$ cat config.mk
export PLATFORM = sky130hd
export DESIGN_NAME = ief_regs
export DESIGN_NICKNAME = d
export VERILOG_FILES = /design/src/rtl/ief_pkg.sv /design/src/rtl/ief_regs.sv /design/src/rtl/ief_flag_bank.sv
export SDC_FILE = /design/constraint.sdc
export NUM_CORES = 1
export LEC_CHECK = 0
export BUFFER_PORTS_ARGS = -buffer_cell sky130_fd_sc_hd__buf_2
export CORE_ASPECT_RATIO = 2
export CORE_MARGIN = 5
export CORE_UTILIZATION = 52
export CTS_BUF_LIST = sky130_fd_sc_hd__clkbuf_4 sky130_fd_sc_hd__clkbuf_8
export DETAILED_ROUTE_END_ITERATION = 16
export PLACE_DENSITY = 0.81
export RECOVER_POWER = 50
export SYNTH_ARGS = -nofsm -noshare
export SYNTH_HDL_FRONTEND = slang
export SYNTH_SLANG_ARGS = --single-unit
$ cat constraint.sdc
create_clock -name ref_clk -period 1.8 [get_ports ref_clk]
set_input_delay 0.36 -clock ref_clk [delete_from_list [all_inputs] [get_ports ref_clk]]
set_output_delay 0.36 -clock ref_clk [all_outputs]
set_load 0.02 [all_outputs]
$ cat src/rtl/ief_pkg.sv
// shared constants for the interrupt enable and flag registers
`default_nettype none

package ief_pkg;

	localparam int unsigned ADDR_W = 8;
	localparam int unsigned DATA_W = 8;

	// register offsets
	localparam logic [7:0] OFF_TIMER_CONFIG_FLAGS      = 8'h88;
	localparam logic [7:0] OFF_SUMMARY_FLAGS           = 8'h97;
	localparam logic [7:0] OFF_PRIMARY_SOURCE_ENABLES  = 8'hA8;
	localparam logic [7:0] OFF_TIMER_A_EVENT_FLAGS     = 8'hB3;
	localparam logic [7:0] OFF_EXTENDED_SOURCE_ENABLES = 8'hE8;

	// reset values
	localparam logic [7:0] RST_TIMER_CONFIG_FLAGS      = 8'h00;
	localparam logic [7:0] RST_TIMER_A_EVENT_FLAGS     = 8'h00;
	localparam logic [7:0] RST_EXTENDED_SOURCE_ENABLES = 8'h00;
	localparam logic [7:0] RST_PRIMARY_SOURCE_ENABLES  = 8'h00;

	// primary_source_enables fields
	localparam int unsigned PSE_GLOBAL     = 7;
	localparam int unsigned PSE_T2_CMPCAPT = 6;
	localparam int unsigned PSE_TIMER2     = 5;
	localparam int unsigned PSE_SERIAL     = 4;
	localparam int unsigned PSE_TIMER1     = 3;
	localparam int unsigned PSE_PIN1       = 2;
	localparam int unsigned PSE_TIMER0     = 1;
	localparam int unsigned PSE_PIN0       = 0;

	// extended_source_enables fields
	localparam int unsigned ESE_KEYPAD   = 7;
	localparam int unsigned ESE_WATCHDOG = 5;
	localparam int unsigned ESE_LOW_VOLT = 3;
	localparam int unsigned ESE_PIN4     = 2;
	localparam int unsigned ESE_PIN3     = 1;
	localparam int unsigned ESE_PIN2     = 0;

	// timer_config_flags fields
	localparam int unsigned TCF_T1_OVF  = 7;
	localparam int unsigned TCF_T1_RUN  = 6;
	localparam int unsigned TCF_T0_OVF  = 5;
	localparam int unsigned TCF_T0_RUN  = 4;
	localparam int unsigned TCF_PIN1    = 3;
	localparam int unsigned TCF_PIN0    = 1;

	// timer_a_event_flags fields
	localparam int unsigned TAF_CAPTURE   = 4;
	localparam int unsigned TAF_OVERFLOW  = 3;
	localparam int unsigned TAF_FALL      = 2;
	localparam int unsigned TAF_RISE      = 1;
	localparam int unsigned TAF_LOCAL_IEN = 0;

	// summary register field
	localparam int unsigned SUM_TA = 1;

	// index of each hardware-set flag in the flag bank
	localparam int unsigned FLAG_N       = 8;
	localparam int unsigned FB_PIN0      = 0;
	localparam int unsigned FB_TIMER0    = 1;
	localparam int unsigned FB_PIN1      = 2;
	localparam int unsigned FB_TIMER1    = 3;
	localparam int unsigned FB_TA_RISE   = 4;
	localparam int unsigned FB_TA_FALL   = 5;
	localparam int unsigned FB_TA_OVF    = 6;
	localparam int unsigned FB_TA_CAPT   = 7;

	// request vector positions, in vector-number order
	localparam int unsigned IRQ_N        = 14;
	localparam int unsigned IRQ_PIN0     = 0;
	localparam int unsigned IRQ_TIMER0   = 1;
	localparam int unsigned IRQ_PIN1     = 2;
	localparam int unsigned IRQ_TIMER1   = 3;
	localparam int unsigned IRQ_SERIAL   = 4;
	localparam int unsigned IRQ_TIMER_A  = 5;
	localparam int unsigned IRQ_TIMER2   = 6;
	localparam int unsigned IRQ_T2_CC    = 7;
	localparam int unsigned IRQ_KEYPAD   = 8;
	localparam int unsigned IRQ_PIN2     = 9;
	localparam int unsigned IRQ_LOW_VOLT = 10;
	localparam int unsigned IRQ_PIN3     = 11;
	localparam int unsigned IRQ_PIN4     = 12;
	localparam int unsigned IRQ_WATCHDOG = 13;

endpackage : ief_pkg

`default_nettype wire

$ cat src/rtl/ief_regs.sv
// interrupt enable and flag registers with request gating toward the cpu core
//
// Our own choice: strobed register access.
`default_nettype none

module ief_regs (
	// clock and reset
	input  wire logic                           ref_clk,
	input  wire logic                           rstn,
	// register port
	input  wire logic [ief_pkg::ADDR_W-1:0]     reg_addr,
	input  wire logic [ief_pkg::DATA_W-1:0]     reg_wdata,
	input  wire logic                           reg_wr,
	input  wire logic                           reg_rd,
	output logic      [ief_pkg::DATA_W-1:0]     reg_rdata,
	// event pulses from timers 0/1 and pins 0/1
	input  wire logic                           timer0_ovf_evt,
	input  wire logic                           timer1_ovf_evt,
	input  wire logic                           pin0_evt,
	input  wire logic                           pin1_evt,
	// vector-taken clears for the hardware-cleared flags
	input  wire logic                           pin0_flag_ack,
	input  wire logic                           timer0_flag_ack,
	input  wire logic                           pin1_flag_ack,
	input  wire logic                           timer1_flag_ack,
	// timer A events
	input  wire logic                           ta_capture_evt,
	input  wire logic                           ta_overflow_evt,
	input  wire logic                           ta_carrier_out,
	// flags held by other peripherals
	input  wire logic                           serial_flag,
	input  wire logic                           timer2_flag,
	input  wire logic                           t2_cmp_capt_flag,
	input  wire logic                           keypad_flag,
	input  wire logic                           pin2_flag,
	input  wire logic                           low_voltage_flag,
	input  wire logic                           pin3_flag,
	input  wire logic                           pin4_flag,
	input  wire logic                           watchdog_flag,
	// timer control
	output logic                                timer0_run,
	output logic                                timer1_run,
	// requests to the cpu core
	output logic      [ief_pkg::IRQ_N-1:0]      irq_req,
	output logic                                irq_any
);

	localparam int unsigned DW = ief_pkg::DATA_W;
	localparam int unsigned FN = ief_pkg::FLAG_N;

	function automatic logic hit(input logic [ief_pkg::ADDR_W-1:0] addr, input logic [ief_pkg::ADDR_W-1:0] off);
		hit = (addr == off);
	endfunction : hit

	logic [DW-1:0] primary_q;
	logic [DW-1:0] extended_q;
	logic [DW-1:0] tcf_ctl_q;
	logic [DW-1:0] taf_ctl_q;
	logic [DW-1:0] rdata_q;
	logic [DW-1:0] rdata_d;
	logic [DW-1:0] tcf_view;
	logic [DW-1:0] taf_view;
	logic [DW-1:0] sum_view;
	logic [FN-1:0] flag_q;
	logic [FN-1:0] flag_set;
	logic [FN-1:0] flag_clr;
	logic [FN-1:0] flag_wmask;
	logic [FN-1:0] flag_wdata;
	logic [ief_pkg::IRQ_N-1:0] src_flag;
	logic [ief_pkg::IRQ_N-1:0] src_en;
	logic          carrier_q;
	logic          carrier_seen_q;
	logic          carrier_rise;
	logic          carrier_fall;
	logic          ta_summary_flag;
	logic          wr_tcf;
	logic          wr_taf;

	assign wr_tcf = reg_wr && hit(reg_addr, ief_pkg::OFF_TIMER_CONFIG_FLAGS);
	assign wr_taf = reg_wr && hit(reg_addr, ief_pkg::OFF_TIMER_A_EVENT_FLAGS);

	// enable registers; reserved bits are kept as plain storage
	always_ff @(posedge ref_clk)
	begin
		if (!rstn)
			primary_q <= ief_pkg::RST_PRIMARY_SOURCE_ENABLES;
		else if (reg_wr && hit(reg_addr, ief_pkg::OFF_PRIMARY_SOURCE_ENABLES))
			primary_q <= reg_wdata;
	end

	always_ff @(posedge ref_clk)
	begin
		if (!rstn)
			extended_q <= ief_pkg::RST_EXTENDED_SOURCE_ENABLES;
		else if (reg_wr && hit(reg_addr, ief_pkg::OFF_EXTENDED_SOURCE_ENABLES))
			extended_q <= reg_wdata;
	end

	// non-flag bits of the timer config register: run controls and reserved bits
	always_ff @(posedge ref_clk)
	begin
		if (!rstn)
			tcf_ctl_q <= ief_pkg::RST_TIMER_CONFIG_FLAGS;
		else if (wr_tcf)
			tcf_ctl_q <= reg_wdata;
	end

	assign timer1_run = tcf_ctl_q[ief_pkg::TCF_T1_RUN];
	assign timer0_run = tcf_ctl_q[ief_pkg::TCF_T0_RUN];

	// non-flag bits of the timer A register: local enable and reserved bits
	always_ff @(posedge ref_clk)
	begin
		if (!rstn)
			taf_ctl_q <= ief_pkg::RST_TIMER_A_EVENT_FLAGS;
		else if (wr_taf)
			taf_ctl_q <= reg_wdata;
	end

	// carrier edge detection; the first sample after reset only primes the history,
	// so a carrier already high at release is not mistaken for a rising edge
	always_ff @(posedge ref_clk)
	begin
		if (!rstn)
		begin
			carrier_q      <= 1'b0;
			carrier_seen_q <= 1'b0;
		end
		else
		begin
			carrier_q      <= ta_carrier_out;
			carrier_seen_q <= 1'b1;
		end
	end

	assign carrier_rise = carrier_seen_q && ta_carrier_out && !carrier_q;
	assign carrier_fall = carrier_seen_q && !ta_carrier_out && carrier_q;

	// hardware sets into the flag bank
	always_comb
	begin
		flag_set                      = '0;
		flag_set[ief_pkg::FB_PIN0]    = pin0_evt;
		flag_set[ief_pkg::FB_TIMER0]  = timer0_ovf_evt;
		flag_set[ief_pkg::FB_PIN1]    = pin1_evt;
		flag_set[ief_pkg::FB_TIMER1]  = timer1_ovf_evt;
		flag_set[ief_pkg::FB_TA_RISE] = carrier_rise;
		flag_set[ief_pkg::FB_TA_FALL] = carrier_fall;
		flag_set[ief_pkg::FB_TA_OVF]  = ta_overflow_evt;
		flag_set[ief_pkg::FB_TA_CAPT] = ta_capture_evt;
	end

	// timer 0/1 and pin 0/1 flags are also cleared when the cpu takes their vector;
	// timer A flags clear only by software
	always_comb
	begin
		flag_clr                     = '0;
		flag_clr[ief_pkg::FB_PIN0]   = pin0_flag_ack;
		flag_clr[ief_pkg::FB_TIMER0] = timer0_flag_ack;
		flag_clr[ief_pkg::FB_PIN1]   = pin1_flag_ack;
		flag_clr[ief_pkg::FB_TIMER1] = timer1_flag_ack;
	end

	// software writes reach the flag bits of whichever register is addressed
	always_comb
	begin
		flag_wmask                      = '0;
		flag_wdata                      = '0;
		flag_wmask[ief_pkg::FB_PIN0]    = wr_tcf;
		flag_wmask[ief_pkg::FB_TIMER0]  = wr_tcf;
		flag_wmask[ief_pkg::FB_PIN1]    = wr_tcf;
		flag_wmask[ief_pkg::FB_TIMER1]  = wr_tcf;
		flag_wmask[ief_pkg::FB_TA_RISE] = wr_taf;
		flag_wmask[ief_pkg::FB_TA_FALL] = wr_taf;
		flag_wmask[ief_pkg::FB_TA_OVF]  = wr_taf;
		flag_wmask[ief_pkg::FB_TA_CAPT] = wr_taf;
		flag_wdata[ief_pkg::FB_PIN0]    = reg_wdata[ief_pkg::TCF_PIN0];
		flag_wdata[ief_pkg::FB_TIMER0]  = reg_wdata[ief_pkg::TCF_T0_OVF];
		flag_wdata[ief_pkg::FB_PIN1]    = reg_wdata[ief_pkg::TCF_PIN1];
		flag_wdata[ief_pkg::FB_TIMER1]  = reg_wdata[ief_pkg::TCF_T1_OVF];
		flag_wdata[ief_pkg::FB_TA_RISE] = reg_wdata[ief_pkg::TAF_RISE];
		flag_wdata[ief_pkg::FB_TA_FALL] = reg_wdata[ief_pkg::TAF_FALL];
		flag_wdata[ief_pkg::FB_TA_OVF]  = reg_wdata[ief_pkg::TAF_OVERFLOW];
		flag_wdata[ief_pkg::FB_TA_CAPT] = reg_wdata[ief_pkg::TAF_CAPTURE];
	end

	ief_flag_bank #(
		.W       (FN)
	) u_flags (
		.ref_clk (ref_clk),
		.rstn    (rstn),
		.set_evt (flag_set),
		.hw_clr  (flag_clr),
		.wr_mask (flag_wmask),
		.wr_data (flag_wdata),
		.flag_q  (flag_q)
	);

	// register views as software reads them
	always_comb
	begin
		tcf_view                      = tcf_ctl_q;
		tcf_view[ief_pkg::TCF_T1_OVF] = flag_q[ief_pkg::FB_TIMER1];
		tcf_view[ief_pkg::TCF_T0_OVF] = flag_q[ief_pkg::FB_TIMER0];
		tcf_view[ief_pkg::TCF_PIN1]   = flag_q[ief_pkg::FB_PIN1];
		tcf_view[ief_pkg::TCF_PIN0]   = flag_q[ief_pkg::FB_PIN0];
		taf_view                        = taf_ctl_q;
		taf_view[ief_pkg::TAF_CAPTURE]  = flag_q[ief_pkg::FB_TA_CAPT];
		taf_view[ief_pkg::TAF_OVERFLOW] = flag_q[ief_pkg::FB_TA_OVF];
		taf_view[ief_pkg::TAF_FALL]     = flag_q[ief_pkg::FB_TA_FALL];
		taf_view[ief_pkg::TAF_RISE]     = flag_q[ief_pkg::FB_TA_RISE];
		sum_view                  = '0;
		sum_view[ief_pkg::SUM_TA] = ta_summary_flag;
	end

	// summary has no storage of its own, so it can only fall by clearing the flags
	assign ta_summary_flag = flag_q[ief_pkg::FB_TA_CAPT] | flag_q[ief_pkg::FB_TA_OVF]
	                       | flag_q[ief_pkg::FB_TA_FALL] | flag_q[ief_pkg::FB_TA_RISE];

	// read data stand only in the cycle after the read strobe; unmapped reads return zero
	always_comb
	begin
		rdata_d = '0;
		if (reg_rd)
		begin
			unique case (reg_addr)
				ief_pkg::OFF_TIMER_CONFIG_FLAGS:      rdata_d = tcf_view;
				ief_pkg::OFF_SUMMARY_FLAGS:           rdata_d = sum_view;
				ief_pkg::OFF_PRIMARY_SOURCE_ENABLES:  rdata_d = primary_q;
				ief_pkg::OFF_TIMER_A_EVENT_FLAGS:     rdata_d = taf_view;
				ief_pkg::OFF_EXTENDED_SOURCE_ENABLES: rdata_d = extended_q;
				default:                              rdata_d = '0;
			endcase
		end
	end

	always_ff @(posedge ref_clk)
	begin
		if (!rstn)
			rdata_q <= '0;
		else
			rdata_q <= rdata_d;
	end

	assign reg_rdata = rdata_q;

	// per-source flag and enable, in vector order
	always_comb
	begin
		src_flag                         = '0;
		src_flag[ief_pkg::IRQ_PIN0]      = flag_q[ief_pkg::FB_PIN0];
		src_flag[ief_pkg::IRQ_TIMER0]    = flag_q[ief_pkg::FB_TIMER0];
		src_flag[ief_pkg::IRQ_PIN1]      = flag_q[ief_pkg::FB_PIN1];
		src_flag[ief_pkg::IRQ_TIMER1]    = flag_q[ief_pkg::FB_TIMER1];
		src_flag[ief_pkg::IRQ_SERIAL]    = serial_flag;
		src_flag[ief_pkg::IRQ_TIMER_A]   = ta_summary_flag;
		src_flag[ief_pkg::IRQ_TIMER2]    = timer2_flag;
		src_flag[ief_pkg::IRQ_T2_CC]     = t2_cmp_capt_flag;
		src_flag[ief_pkg::IRQ_KEYPAD]    = keypad_flag;
		src_flag[ief_pkg::IRQ_PIN2]      = pin2_flag;
		src_flag[ief_pkg::IRQ_LOW_VOLT]  = low_voltage_flag;
		src_flag[ief_pkg::IRQ_PIN3]      = pin3_flag;
		src_flag[ief_pkg::IRQ_PIN4]      = pin4_flag;
		src_flag[ief_pkg::IRQ_WATCHDOG]  = watchdog_flag;
		src_en                           = '0;
		src_en[ief_pkg::IRQ_PIN0]        = primary_q[ief_pkg::PSE_PIN0];
		src_en[ief_pkg::IRQ_TIMER0]      = primary_q[ief_pkg::PSE_TIMER0];
		src_en[ief_pkg::IRQ_PIN1]        = primary_q[ief_pkg::PSE_PIN1];
		src_en[ief_pkg::IRQ_TIMER1]      = primary_q[ief_pkg::PSE_TIMER1];
		src_en[ief_pkg::IRQ_SERIAL]      = primary_q[ief_pkg::PSE_SERIAL];
		src_en[ief_pkg::IRQ_TIMER_A]     = taf_ctl_q[ief_pkg::TAF_LOCAL_IEN];
		src_en[ief_pkg::IRQ_TIMER2]      = primary_q[ief_pkg::PSE_TIMER2];
		src_en[ief_pkg::IRQ_T2_CC]       = primary_q[ief_pkg::PSE_T2_CMPCAPT];
		src_en[ief_pkg::IRQ_KEYPAD]      = extended_q[ief_pkg::ESE_KEYPAD];
		src_en[ief_pkg::IRQ_PIN2]        = extended_q[ief_pkg::ESE_PIN2];
		src_en[ief_pkg::IRQ_LOW_VOLT]    = extended_q[ief_pkg::ESE_LOW_VOLT];
		src_en[ief_pkg::IRQ_PIN3]        = extended_q[ief_pkg::ESE_PIN3];
		src_en[ief_pkg::IRQ_PIN4]        = extended_q[ief_pkg::ESE_PIN4];
		src_en[ief_pkg::IRQ_WATCHDOG]    = extended_q[ief_pkg::ESE_WATCHDOG];
	end

	// a flag with its enable off stays visible but raises nothing;
	// software-cleared flags repeat until the service routine writes them to 0
	assign irq_req = (src_flag & src_en) & {ief_pkg::IRQ_N{primary_q[ief_pkg::PSE_GLOBAL]}};
	assign irq_any = |irq_req;

endmodule : ief_regs

`default_nettype wire

$ cat src/rtl/ief_flag_bank.sv
// bank of sticky event flags with per-bit software write
`default_nettype none

module ief_flag_bank #(
	parameter int unsigned W = 8
) (
	// clock and reset
	input  wire logic         ref_clk,
	input  wire logic         rstn,
	// hardware side
	input  wire logic [W-1:0] set_evt,
	input  wire logic [W-1:0] hw_clr,
	// software side
	input  wire logic [W-1:0] wr_mask,
	input  wire logic [W-1:0] wr_data,
	// flag state
	output logic      [W-1:0] flag_q
);

	logic [W-1:0] flag_d;

	// software write beats a same-cycle hardware set; a hardware set beats a vector clear
	always_comb
	begin
		flag_d = (flag_q & ~hw_clr) | set_evt;
		flag_d = (flag_d & ~wr_mask) | (wr_data & wr_mask);
	end

	always_ff @(posedge ref_clk)
	begin
		if (!rstn)
			flag_q <= '0;
		else
			flag_q <= flag_d;
	end

endmodule : ief_flag_bank

`default_nettype wire

==> results of run 1 <==
## how the worst max path moves through the flow
stage / end / slack (ps) / cells after the start
floorplan: irq_any / 6 / 4
global placement: irq_any / -10 / 5
detailed placement: irq_any / -20 / 5
CTS: irq_any / -240 / 5
global route: irq_any / -300 / 5
finish: irq_req[5] / -240 / 5
## power by group
part           switching (mW)  internal [mW]
logic                  0.0976         0.0797
clock network           0.321          0.429
registers              0.0126          0.944
## cell usage in the layout, fill, tap and decap left out, types with 2 or more instances in the layout
master / count
a2bb2oi_1: 3
dfxtp_2: 3
clkbuf_1: 14
mux2_2: 2
nor3_1: 11
o21ai_2: 4
nand4_1: 2
o21ai_0: 21
a211oi_1: 2
clkbuf_8: 5
nand2_1: 12
o21bai_1: 2
nor4_1: 2
a221oi_1: 4
mux2i_1: 12
buf_4: 7
buf_2: 50
dfxtp_1: 39
and3_1: 15
nand4_4: 2
and2_1: 2
nand3_1: 19
o211ai_1: 6
nor2b_1: 14
a22oi_1: 6
buf_6: 2
## cell families (layout without fill, tap and decap cells)
logic type	after synthesis	in the layout	share of synthesized area
and+or+nand+nor	97	97	0.304
AOI/OAI and AO/OA	52	52	0.183
DFF	42	42	0.410
muxes	14	14	0.0696
buffers and inverters	13	82	0.0329
## cell type report
type,count,share of cell area
Sequential cell,42,0.330
Clock inverter,2,0.0147
Timing Repair Buffer,74,0.155
Multi-Input combinational cell,163,0.445
Clock buffer,6,0.0298
Tap cell,51,0.0249
## layer usage
layer / GRT usage / wire (um)
met1: 0.253 / 2170
met2: 0.407 / 3090
met3: 0.0424 / 392
met4: 0.119 / 213
met5: 0 / 0
## state kept, by name, indices dropped and copies added, names as in the netlist
signal          flops
carrier_seen_q      1
reg_rdata           8
extended_q          8
carrier_q           1
taf_ctl_q           4
tcf_ctl_q           4
primary_q           8
u_flags.flag_q      8
## through the flow
| stage | setup slack, ps | hold slack [ps] | cells | TNS, ps | total power [mW] |
|---|---|---|---|---|---|
| CTS | -237 | 306 | 336 | -372 | 1.88 |
| global placement | -10.2 | 457 | 327 | -10.2 | 1.14 |
| global route | -297 | 306 | 338 | -611 | 1.94 |
| detailed placement | -17.8 | 464 | 327 | -17.8 | 1.15 |
| floorplan | 6.49 | 388 | 218 | 0 | 1.06 |
| finish | -241 | 301 | 338 | -481 | 1.88 |
## critical path, delay by kind of cell (launching register included)
family / cells / cell delay (ps)
simple gates: 2 / 700
flops: 1 / 340
buf+inv: 3 / 350
## what timing repair did
item,in CTS,in global routing
resized for setup,7,3
hold endpoints to repair,0,0
buffers inserted,1,2
pin swaps,1,1
endpoints found under the setup margin,2,4
==> flow_summary.toml, run 1 <==
[route]
viasPerCell = 6.06
drt-wirelength-per-cell_um = 17.3
route.detailed.drc = 0
antenna_left = 0
first_iter_violations = 49
via_count = 2047
dr.pass1.iters = 4
drt_wl_total_mm = 5.86

[final_layout]
n_fill_cell = 354
area_delta_synth_final_pct = 24.8
postLayoutCoreUtil = 0.666
drive_gt1_frac = 0.317
multi_input_area_um2 = 1140
design_area_um2 = 2560
seqCellArea_um2 = 845
finalNetCount = 326
n_antenna_cell = 0

[grt]
grt_pass1_vias = 2103
overflow = 0
antenna_found_initial = 0
grt_max_degree = 21
track_usage = 0.234
grt_pass1_wl_mm = 9.47

[clock_network]
cts_tree = "yes"
insertion_delay_ps = 290
h-tree-depth = 2
cts.sinks = 42
cts-root-buf = "clkbuf_8"
holdBufCountCts = 0
path_clk_slew_ps = 80
cts_buffers = 5
clockBufferDepth = 2

[synthesis]
async_reset_ff_frac = 0
netlist_top_cells_count = "dfxtp_1 (42), nand3_1 (19), o21ai_0 (17), and3_1 (16), nor2b_1 (14)"
synth_area_leaders = "dfxtp_1 (41%), mux2i_1 (5.9%), and3_1 (4.9%), nand3_1 (4.6%), nor2b_1 (4.3%)"
synth_top_area_frac = 0.410
synth-edff-count = 0
seq_area_frac_synth = 0.410
yosysMostFrequentCell = "dfxtp_1"
synth_cell_type_count = 46
avgSynthCellArea_um2 = 9.41
synth_top_cell_by_area = "dfxtp_1"
syn_inst = 218
netlist_area_um2 = 2050
yosysWarnings = 0
syn_nets = 258
ys_ff_latch = 42
synth_flop_cell = "dfxtp_1"

[placement]
dp_hpwl_mm = 4.35
gp_congestion = 0.904
io_buffers = 64
placed_area_um2 = 2430

[setup_path]
critPathMaxStageDelay_ps = 530
crit_chain = "or4_4 > and3_4 > buf_4 > buf_6 > buf_6"
reg2reg_from = "u_flags.flag_q[7]"
worstSetupEndpointType = "primary output"
worstPathArrival_ps = 1680
worstSetupStartpointType = "flop"
r2r_slack_ps = 290
timing.rr.end = "reg_rdata[1]"
path_max_fanout = 3
cp_common_cell = "buf_6"
required_ps = 1440
crit_path_top_delay_cell = "or4_4"
cp-startpoint = "u_flags.flag_q[7]"
reg2reg_depth = 5
path_class = "reg2out"

[timing]
slew_headroom = 0.434
rsz0062_at_grt = "true"
drv_slew = 0
fin_crit_sh = 1.13
layout_min_cycle_time_ps = 2040
finalSetupViolCount = 2
finClkSkew_ps = 4.23
setup_ws_ps = -241
finalHoldViolations = 0
worstMarginPinSlew_ps = 849
fmaxAchievable_mhz = 490

[pwr]
leakage_nw = 1.11
ir_drop_mv = 0.773
powerDensity_nw_per_um2 = 736

[floorplan]
fp.dieW_um = 54.4
dieArea_um2 = 5380
core_area_um2 = 3840
initial_core_util = 0.534
ios = 65
die_y_um = 98.8
rows = 32

[run]
drv_cap = 0

[outcome]
status = "finished, violations left"
violations = "setup timing"

[worst_hold_path]
worst_hold_startpoint = "ta_carrier_out"
min_path_type = "in2reg"
holdPathEnd = "carrier_q"
worst_hold_path.num_cells = 2
No activity file was read; power rests on OpenSTA's default activity.
==> inputs of run 2 (changes only) <==
Settings changed: ABC_AREA set to 1, CORE_UTILIZATION 52 to 53, PLACE_DENSITY 0.81 to 0.82.
==> run 2 against run 1 <==
  * The run now ends clean
  * Global-route usage up 0.63 points
  * Setup slack better by 310 ps
  * Via count up 11%
  * Cell count up 24%
  * Synthesized area up 2.3%
  * Register-to-register slack better by 500 ps
  * Sequential cell count unchanged
  * Die area up 0.28%
  * First-iteration DRC count up 110%
==> flow_summary.toml, run 2 <==
[outcome]
status = "finished clean"

[setup_path]
worstSetupEndpointType = "primary output"
reg2reg_depth = 6
required_ps = 1440
worstSetupStartpointType = "flop"
worstPathArrival_ps = 1370
path_class = "reg2out"
path_max_fanout = 3
r2r_slack_ps = 790

[floorplan]
dieArea_um2 = 5390
fp.dieW_um = 54.5
core_area_um2 = 3840
ios = 65
initial_core_util = 0.546
die_y_um = 99.0
rows = 32

[route]
drt_wl_total_mm = 6.26
antenna_left = 0
drt-wirelength-per-cell_um = 14.9
first_iter_violations = 103
via_count = 2274
viasPerCell = 5.41
dr.pass1.iters = 5
route.detailed.drc = 0

[synthesis]
async_reset_ff_frac = 0
netlist_area_um2 = 2100
yosysMostFrequentCell = "nand2_1"
syn_inst = 300
yosysWarnings = 0
synth_top_area_frac = 0.401
synth_area_leaders = "dfxtp_1 (40%), nand3_1 (10%), nand2_1 (8.1%), nor2_1 (7.2%), inv_1 (7.0%)"
syn_nets = 340
synth_top_cell_by_area = "dfxtp_1"
netlist_top_cells_count = "nand2_1 (45), nand3_1 (43), dfxtp_1 (42), nor2_1 (40), inv_1 (39)"
ys_ff_latch = 42
synth-edff-count = 0
avgSynthCellArea_um2 = 6.99
synth_flop_cell = "dfxtp_1"
synth_cell_type_count = 25
seq_area_frac_synth = 0.401

[clock_network]
cts_tree = "yes"
h-tree-depth = 2
cts-root-buf = "clkbuf_8"
path_clk_slew_ps = 80
cts_buffers = 5
cts.sinks = 42
clockBufferDepth = 2
holdBufCountCts = 0
insertion_delay_ps = 290

[grt]
grt_pass1_wl_mm = 9.54
grt_max_degree = 22
grt_pass1_vias = 2082
antenna_found_initial = 0
overflow = 0
track_usage = 0.240

[pwr]
p_int_mw = 1.41
p_seq_frac = 0.520
powerDensity_nw_per_um2 = 725
p_clk_frac = 0.401
sw_frac_of_total = 0.235
p_comb_frac = 0.079
ir_drop_mv = 0.722
p_switching_mw = 0.431
leakage_nw = 1.28

[timing]
setup_ws_ps = 71.3
fin_crit_sh = 0.960
rsz0062_at_grt = "true"
fmaxAchievable_mhz = 578
drv_slew = 0
hold_slack_ps = 272
worstMarginPinSlew_ps = 773
finalSetupViolCount = 0
layout_min_cycle_time_ps = 1730
slew_headroom = 0.485
finalHoldViolations = 0
finClkSkew_ps = 7.32

[final_layout]
postLayoutCoreUtil = 0.660
finalNetCount = 408
area_delta_synth_final_pct = 20.9
drive_gt1_frac = 0.241
n_antenna_cell = 0
design_area_um2 = 2540
final_cell_mix = "buf_2 (53), nand2_1 (47), nand3_1 (42)"
final_common_cell = "buf_2"

[placement]
io_buffers = 64
dp_slack_ps = 98.7
gp_congestion = 0.888
placed_area_um2 = 2460
dp_hpwl_mm = 4.82

[worst_hold_path]
min_path_type = "in2reg"
worst_hold_path.num_cells = 3

[run]
drv_cap = 0
==> run 2: changes by cell type in the layout (fill, tap and decap cells not counted), moves of 7 or more <==
cell     delta
mux2i_1    -12
o21ai_0     +7
nor2b_1    -14
nand3_1    +23
nor2_1     +40
inv_1      +39
nand2_1    +35
a21oi_1    +26
nor3_1     -11
and3_1     -15
==> run 2: final cells by class <==
type	count	area [um^2]
clock buffer	5	68.8
clock inverter	3	40.0
fill	382	1310
inverter	43	163
multi-input combinational	205	996
sequential	42	845
tap	51	63.8
timing repair buffer	71	360
==> run 2: path summary, 6_finish.rpt <==
path	from	end
worst max register to register	u_flags.flag_q[7]	reg_rdata[1]
worst min register to register	taf_ctl_q[7]	taf_ctl_q[7]
worst max-delay path	u_flags.flag_q[7]	irq_any
worst min-delay path	ta_carrier_out	carrier_q
==> run 2: power groups by stage <==
stage | registers, mW | clock network (mW) | logic, mW
floorplan | 0.972 | 0 | 0.0749
global placement | 0.975 | 0 | 0.147
detailed placement | 0.976 | 0 | 0.149
CTS | 0.954 | 0.743 | 0.150
global route | 0.957 | 0.775 | 0.159
finish | 0.955 | 0.738 | 0.145
==> run 2: timing repair <==
action | 4_1_cts | 5_1_grt
setup endpoints to repair | 0 | 1
endpoints found under the hold margin | 0 | 0
gates resized for setup | 0 | 8
buffers inserted | 0 | 1
==> run 2: worst max-delay path, cell delays in order (launching register included) <==
cell     delay [ps]
dfxtp_2         340
nor2_1          120
nand2_1         110
nand3_2         100
nand4_1         100
nor2_1          110
nand2_1          70
buf_6           130
==> run 2: logic make-up after synthesis <==
| kind of cell | share of synthesized area |
|---|---|
| compound gates | 0.141 |
| buf+inv | 0.109 |
| simple gates | 0.348 |
| flops | 0.401 |
==> run 2: routing by layer <==
metal / track usage / part of all wire
met3: 0.0439 / 0.073
met5: 0 / 0
met2: 0.413 / 0.54
met4: 0.154 / 0.050
met1: 0.249 / 0.34
==> run 2: stage by stage <==
stage / cells / total power [mW] / TNS (ps)
floorplan: 300 / 1.05 / 0
global placement: 411 / 1.12 / 0
detailed placement: 411 / 1.12 / 0
CTS: 419 / 1.85 / 0
global route: 420 / 1.89 / -51.2
finish: 420 / 1.84 / 0
